**config.mk**
```make
export PLATFORM = sky130hd
export DESIGN_NAME = dmachr_channel
export DESIGN_NICKNAME = d
export VERILOG_FILES = /design/src/rtl/dmachr_pkg.sv /design/src/rtl/dmachr_channel.sv
export SDC_FILE = /design/constraint.sdc
export NUM_CORES = 1
export LEC_CHECK = 0
export ABC_AREA = 1
export BUFFER_PORTS_ARGS = -buffer_cell sky130_fd_sc_hd__buf_2
export CAP_MARGIN = 10
export CORE_MARGIN = 5
export CORE_UTILIZATION = 30
export CTS_CLUSTER_DIAMETER = 200
export DETAILED_ROUTE_END_ITERATION = 7
export PLACE_DENSITY = 0.58
export SLEW_MARGIN = 20
export SYNTH_ARGS = -nofsm -noshare
export SYNTH_HDL_FRONTEND = slang
export SYNTH_SLANG_ARGS = --single-unit
```
**constraint.sdc**
```tcl
create_clock -name sys_clk -period 2.2 [get_ports sys_clk]
set_input_delay 0.11 -clock sys_clk [delete_from_list [all_inputs] [get_ports sys_clk]]
set_output_delay 0.11 -clock sys_clk [all_outputs]
set_load 0.01 [all_outputs]
```
**src/rtl/dmachr_pkg.sv**
```systemverilog
// Package: register map, field layout and types of the DMA channel register block
package dmachr_pkg;
    localparam logic [7:0]  OFF_DEV_ADDR   = 8'h00;
    localparam logic [7:0]  OFF_CS_SET     = 8'h04;
    localparam logic [7:0]  OFF_CS_CLR     = 8'h08;
    localparam logic [7:0]  OFF_CS_READ    = 8'h0c;
    localparam logic [7:0]  OFF_CNT_A      = 8'h10;
    localparam logic [7:0]  OFF_CNT_B      = 8'h14;
    localparam logic [7:0]  OFF_IRQ_STAT   = 8'h18;
    localparam logic [7:0]  OFF_IRQ_CLR    = 8'h1c;
    localparam logic [7:0]  OFF_IRQ_EN     = 8'h20;
    localparam int          CNT_W          = 13;
    localparam int          CS_W           = 8;
    localparam int          CS_RUN_BIT     = 0;
    localparam int          CS_DONE_A_BIT  = 1;
    localparam int          CS_DONE_B_BIT  = 2;
    localparam int          CS_BUF_B_BIT   = 3;
    localparam int          CS_BUS_ERR_BIT = 7;
    localparam logic [7:0]  CS_RESET       = 8'h00;
    localparam int          IRQ_W          = 3;
    localparam int          IRQ_DONE_A     = 0;
    localparam int          IRQ_DONE_B     = 1;
    localparam int          IRQ_BUS_ERR    = 2;
    localparam logic [2:0]  IRQ_RESET      = 3'h0;
    localparam logic [25:0] DEV_ADDR_LOW_RESET = 26'h0000000;
    localparam logic [31:0] DEV_ADDR_TOP_UNDEF = 32'hfc000000;

    typedef struct packed {
        logic        psel;
        logic        penable;
        logic        pwrite;
        logic [7:0]  paddr;
        logic [31:0] pwdata;
    } dmachr_apb_req_t;

    typedef struct packed {
        logic        pready;
        logic        pslverr;
        logic [31:0] prdata;
    } dmachr_apb_rsp_t;

    typedef struct packed {
        logic        valid;
        logic        bus_error;
    } dmachr_beat_t;
endpackage : dmachr_pkg

```
**src/rtl/dmachr_channel.sv**
```systemverilog
// DMA channel register block: device address, control/status views, byte counters, irq
// Function
// - Buffer A byte count is a 13-bit field in the low bits, up to 8191.
// - Buffer B byte count is its own 13-bit field, also up to 8191.
// - Count register bits above the field read zero; writes there are ignored.
// - Count upper bits reset to zero; the count bits are not defined by reset.
// - Control/status bits reached through set, clear and read 32-bit views.
// - Control/status bit 0 is run, enabling the channel to transfer.
// - Bus error status bit 7 resets to zero.
// - Reserved control/status positions read zero after reset.
// - Device address top six bits are undefined after reset.
//
// The APB register port and the register addresses are this design's own decisions.
module dmachr_channel
    import dmachr_pkg::*;
#(
    parameter logic [31:0] DEV_ADDR_TOP_FILL = 32'h00000000
) (
    input  wire logic            sys_clk,
    input  wire logic            rst,
    input  wire dmachr_apb_req_t apb_req,
    output      dmachr_apb_rsp_t apb_rsp,
    input  wire dmachr_beat_t    beat,
    output      logic            beat_ready,
    output      logic            chan_run,
    output      logic [31:0]     chan_dev_addr,
    output      logic            irq
);
    logic [31:0]    dev_addr_reg;
    logic [CS_W-1:0] cs_reg;
    logic [CNT_W-1:0] cnt_a_reg;
    logic [CNT_W-1:0] cnt_b_reg;
    logic [IRQ_W-1:0] irq_stat_reg;
    logic [IRQ_W-1:0] irq_en_reg;
    dmachr_apb_rsp_t rsp_reg;
    logic            irq_reg;
    logic            ready_reg;

    logic            wr_acc;
    logic            rd_acc;
    logic            buf_b;
    logic            cur_zero;
    logic            take;
    logic            done_a_ev;
    logic            done_b_ev;
    logic            err_ev;
    logic [IRQ_W-1:0] irq_ev;
    logic [31:0]     rd_next;
    logic            mapped;

    // Zero-wait slave: answer in the access cycle
    assign wr_acc = apb_req.psel && apb_req.penable && apb_req.pwrite;
    assign rd_acc = apb_req.psel && !apb_req.penable && !apb_req.pwrite;

    assign buf_b    = cs_reg[CS_BUF_B_BIT];
    assign cur_zero = buf_b ? (cnt_b_reg == '0) : (cnt_a_reg == '0);
    // Beats move while registered ready stands; it follows run and the active buffer count one cycle late
    assign take      = beat.valid && ready_reg;
    assign done_a_ev = take && !buf_b && (cnt_a_reg == CNT_W'(1));
    assign done_b_ev = take && buf_b && (cnt_b_reg == CNT_W'(1));
    assign err_ev    = take && beat.bus_error;
    assign irq_ev    = {err_ev, done_b_ev, done_a_ev};

    always_comb begin
        mapped  = 1'b1;
        rd_next = 32'h00000000;
        case (apb_req.paddr)
            OFF_DEV_ADDR: rd_next = dev_addr_reg;
            OFF_CS_READ:  rd_next = {{(32-CS_W){1'b0}}, cs_reg};
            OFF_CS_SET:   rd_next = 32'h00000000;
            OFF_CS_CLR:   rd_next = 32'h00000000;
            OFF_CNT_A:    rd_next = {{(32-CNT_W){1'b0}}, cnt_a_reg};
            OFF_CNT_B:    rd_next = {{(32-CNT_W){1'b0}}, cnt_b_reg};
            OFF_IRQ_STAT: rd_next = {{(32-IRQ_W){1'b0}}, irq_stat_reg};
            OFF_IRQ_EN:   rd_next = {{(32-IRQ_W){1'b0}}, irq_en_reg};
            OFF_IRQ_CLR:  rd_next = 32'h00000000;
            default:      mapped  = 1'b0;
        endcase
    end

    // Device address: low bits reset, top six keep a fill value that software overwrites
    always_ff @(posedge sys_clk) begin
        if (rst) begin
            dev_addr_reg <= (DEV_ADDR_TOP_FILL & DEV_ADDR_TOP_UNDEF)
                            | {6'h00, DEV_ADDR_LOW_RESET};
        end else if (wr_acc && apb_req.paddr == OFF_DEV_ADDR) begin
            dev_addr_reg <= apb_req.pwdata;
        end
    end

    // Control/status with set and clear views; hardware-set status wins over clear
    always_ff @(posedge sys_clk) begin
        if (rst) begin
            cs_reg <= CS_RESET;
        end else begin
            if (wr_acc && apb_req.paddr == OFF_CS_SET) begin
                cs_reg <= cs_reg | apb_req.pwdata[CS_W-1:0];
            end else if (wr_acc && apb_req.paddr == OFF_CS_CLR) begin
                // Clearing bit 7 here is defined as a clear; software avoids it anyway
                cs_reg <= cs_reg & ~apb_req.pwdata[CS_W-1:0];
            end
            if (done_a_ev) begin
                cs_reg[CS_DONE_A_BIT] <= 1'b1;
                cs_reg[CS_BUF_B_BIT]  <= 1'b1;
            end
            if (done_b_ev) begin
                cs_reg[CS_DONE_B_BIT] <= 1'b1;
                cs_reg[CS_BUF_B_BIT]  <= 1'b0;
            end
            if (err_ev) begin
                cs_reg[CS_BUS_ERR_BIT] <= 1'b1;
                cs_reg[CS_RUN_BIT]     <= 1'b0;
            end
        end
    end

    // Count bits keep no reset: only the implied upper zeros are defined
    always_ff @(posedge sys_clk) begin
        if (wr_acc && apb_req.paddr == OFF_CNT_A) begin
            cnt_a_reg <= apb_req.pwdata[CNT_W-1:0];
        end else if (take && !buf_b) begin
            cnt_a_reg <= cnt_a_reg - CNT_W'(1);
        end
    end

    always_ff @(posedge sys_clk) begin
        if (wr_acc && apb_req.paddr == OFF_CNT_B) begin
            cnt_b_reg <= apb_req.pwdata[CNT_W-1:0];
        end else if (take && buf_b) begin
            cnt_b_reg <= cnt_b_reg - CNT_W'(1);
        end
    end

    // Sticky interrupt status; a new event beats a same-cycle clear
    always_ff @(posedge sys_clk) begin
        if (rst) begin
            irq_stat_reg <= IRQ_RESET;
        end else if (wr_acc && apb_req.paddr == OFF_IRQ_CLR) begin
            irq_stat_reg <= (irq_stat_reg & ~apb_req.pwdata[IRQ_W-1:0]) | irq_ev;
        end else begin
            irq_stat_reg <= irq_stat_reg | irq_ev;
        end
    end

    always_ff @(posedge sys_clk) begin
        if (rst) begin
            irq_en_reg <= IRQ_RESET;
        end else if (wr_acc && apb_req.paddr == OFF_IRQ_EN) begin
            irq_en_reg <= apb_req.pwdata[IRQ_W-1:0];
        end
    end

    always_ff @(posedge sys_clk) begin
        if (rst) begin
            irq_reg <= 1'b0;
        end else begin
            irq_reg <= |((irq_stat_reg | irq_ev) & irq_en_reg);
        end
    end

    // Ready is registered: it drops the cycle after every byte, and stays low while the active buffer count is zero or run is clear
    always_ff @(posedge sys_clk) begin
        if (rst) begin
            ready_reg <= 1'b0;
        end else begin
            ready_reg <= cs_reg[CS_RUN_BIT] && !cur_zero && !take;
        end
    end

    // Read data is captured in setup so it stands with pready in the access cycle
    always_ff @(posedge sys_clk) begin
        if (rst) begin
            rsp_reg <= '0;
        end else begin
            rsp_reg.pready  <= apb_req.psel && !apb_req.penable;
            rsp_reg.pslverr <= apb_req.psel && !apb_req.penable && !mapped;
            if (rd_acc) begin
                rsp_reg.prdata <= rd_next;
            end
        end
    end

    assign apb_rsp       = rsp_reg;
    assign beat_ready    = ready_reg;
    assign chan_run      = cs_reg[CS_RUN_BIT];
    assign chan_dev_addr = dev_addr_reg;
    assign irq           = irq_reg;
endmodule : dmachr_channel

```
==> results.txt <==
Final ANT Viol Nets = 0
PwrDens = 618 nW/um^2
Post-synth EDFFs = 26
Fin crit share = 80.2%
Sink Count = 108
Crit-path max FO = 6
Sequential cell area = 2420 sq um
Area grow syn2layout = 23.9%
Diodes inserted = 0
Yosys top cell area share = 30.9%
Residual DRC count = 0
CTS root buffer = clkbuf_16
Sequential-to-total area share from yosys stat = 45.5%
CTS tree = yes
Yosys cell types = 37
FFs w/ async S/R, synth = 0%
Status = complete, no violations
Post-Syn Area = 5320 sq um
HP Class = in2reg
Reg power frac = 50.3%
Seq cells post-synth = 108
Fillers = 1,834
Ys Warns = 0
Fin. Hold Viols = 0
Htree depth = 3
Critical Path RT = 2.49 ns
Gpl congestion = 0.933
Synth top cells by count = nand2_1 (168), dfxtp_1 (82), a21oi_1 (68), o21ai_0 (67), nor2_1 (59)
Pint = 3.16 mW
Final Cell Area = 6590 sq um
Fin util = 38.0%
I/O pin cnt = 116
Die Ht = 143 um
Lkg Pwr = 2.83 nW
Initial Utilization = 30.6%
Crit end category = flip-flop
Fmax achieved = 566 MHz
Total gr overflow = 0
Die area = 20,500 sq um
Setup TNS = 0 ns
Synth area leader = dfxtp_1
Post-synthesis net count = 752
Max reg flops = 34
Initial antenna violation count = 0
Vias in the first global route = 4,644
Layout cells sized above 1 = 21.5%
Setup Skew = 0.00917 ns
Later-pin clock latency in the skew report = 0.36 ns
Core box area = 17,400 sq um
P_sw = 0.917 mW
Cells after Synth = 699
Unrepaired setup endpoints after global routing = no
Main synth FF type = dfxtp_1
Num CTS Buffers = 9
Postcts setup bufs = 0
Worst-Margin Slew = 0.647 ns
Count leader, synth = nand2_1
Largest net degree at the start of global routing = 50
Crit path DAT = 2.05 ns
DP Area = 6140 sq um
Sw Ratio = 22.5%
Min Clock Period, post-route = 1.77 ns
WL final = 16.7 mm
Maximum VDD drop = 0.000363 V
Via count = 5,052
Maximum buffer depth of the clock tree = 2
Drt pass-1 iters = 5
Reg clk slew, reported paths = 0.07 ns
Vias per inst = 4.81
First-pass GRT wire length = 26.0 mm
Port Buffers = 115
Clk pwr share = 43.7%
Multi-input logic area = 2520 sq um
Initial drt markers = 410
Final Net Count = 873
CP startpoint kind = flip-flop
Slew Viols, Final = 0
GRT Resource Usage Total = 16.2%
Kind of critical path = reg2reg
Slew headroom = 56.8%
Syn Area/Cell = 7.61 sq um
Final setup vio count = 0
Post-DP HPWL = 12.3 mm
Maxcap violations = 0
Logic pwr share = 5.9%
Area contributors post-synth = dfxtp_1 (31%), edfxtp_1 (15%), nand2_1 (12%), a21oi_1 (6.4%), o21ai_0 (6.3%)
Std-Cell Rows = 48
Routed len/inst = 15.9 um
Die Wd = 143 um
-- power groups by stage --
stage                     Sequential (mW)  Clock [mW]  Combinational [mW]
after floorplan                      2.11           0              0.0914
after global placement               2.10           0               0.227
after detailed placement             2.09           0               0.228
after CTS                            2.05        1.82               0.244
after global routing                 2.05        1.91               0.265
final                                2.05        1.78               0.242
-- cell families after synthesis --
group	count (synthesis)	synth area share, %
adders and majority gates	6	1.41
AOI/OAI and AO/OA	171	17.7
and+or+nand+nor	315	25.8
xor gates and xnor gates	15	2.47
buffers and inverters	84	7.10
DFF	108	45.5
-- worst paths after layout --
kind                            cells past startpoint  slack [ns]          from           endpoint
worst max-delay path                                7        0.43  cnt_a_reg[9]    irq_stat_reg[0]
worst max register to register                      7        0.43  cnt_a_reg[9]    irq_stat_reg[0]
worst min register to register                      2        0.47   apb_rsp[11]        apb_rsp[11]
worst min-delay path                                3        0.01   apb_req[16]  chan_dev_addr[16]
-- critical path, cell delays in order (launching register included) --
cell and delay, ns:
edfxtp_1 0.44, nor2_1 0.25, nand2_1 0.08, nor2_1 0.26, nand3_1 0.27, nand2_1 0.19
nand2_1 0.07, a31oi_1 0.14
-- through the flow --
stage / hold WS [ns] / std cells / setup WS [ns] / power (mW)
CTS: 0.00157 / 1050 / 0.447 / 4.11
finish: 0.0108 / 1050 / 0.435 / 4.07
detailed placement: 0.356 / 1023 / 0.427 / 2.32
floorplan: 0.193 / 699 / 0.318 / 2.20
global placement: 0.361 / 1023 / 0.463 / 2.32
global route: 0.00451 / 1050 / 0.283 / 4.22
-- placed cells by master, fill, tap and decap left out, types with 20 or more instances in the layout --
cell type and instances:
nand2_1 168, nand3_1 57, nor2_1 59, a21oi_1 68
dfxtp_1 82, inv_1 47, o21ai_0 66, o21ai_1 20
buf_2 115, edfxtp_1 26
-- layer usage --
| metal | track usage, % | vias to the layer above | wire length [um] |
|---|---|---|---|
| met1 | 22.8 | 2321 | 8020 |
| met4 | 3.85 | 0 | 227 |
| met3 | 3.52 | 18 | 859 |
| met5 | 0 | - | 0 |
| li1 | - | 2573 | - |
| met2 | 25.3 | 140 | 7640 |
-- what timing repair did --
action / 4_1_cts / 5_1_grt
hold buffers: 11 / 0
hold endpoints to repair: 11 / 0
resized for setup: 0 / 0
-- final cells by class --
cell class	count	share of cell area (%)
clock buffer	12	4.25
multi-input combinational	507	38.2
tap	225	4.27
timing repair buffer	140	12.6
inverter	54	3.10
sequential	108	36.8
clock inverter	4	0.798
Power figures use the tool's default switching activity.
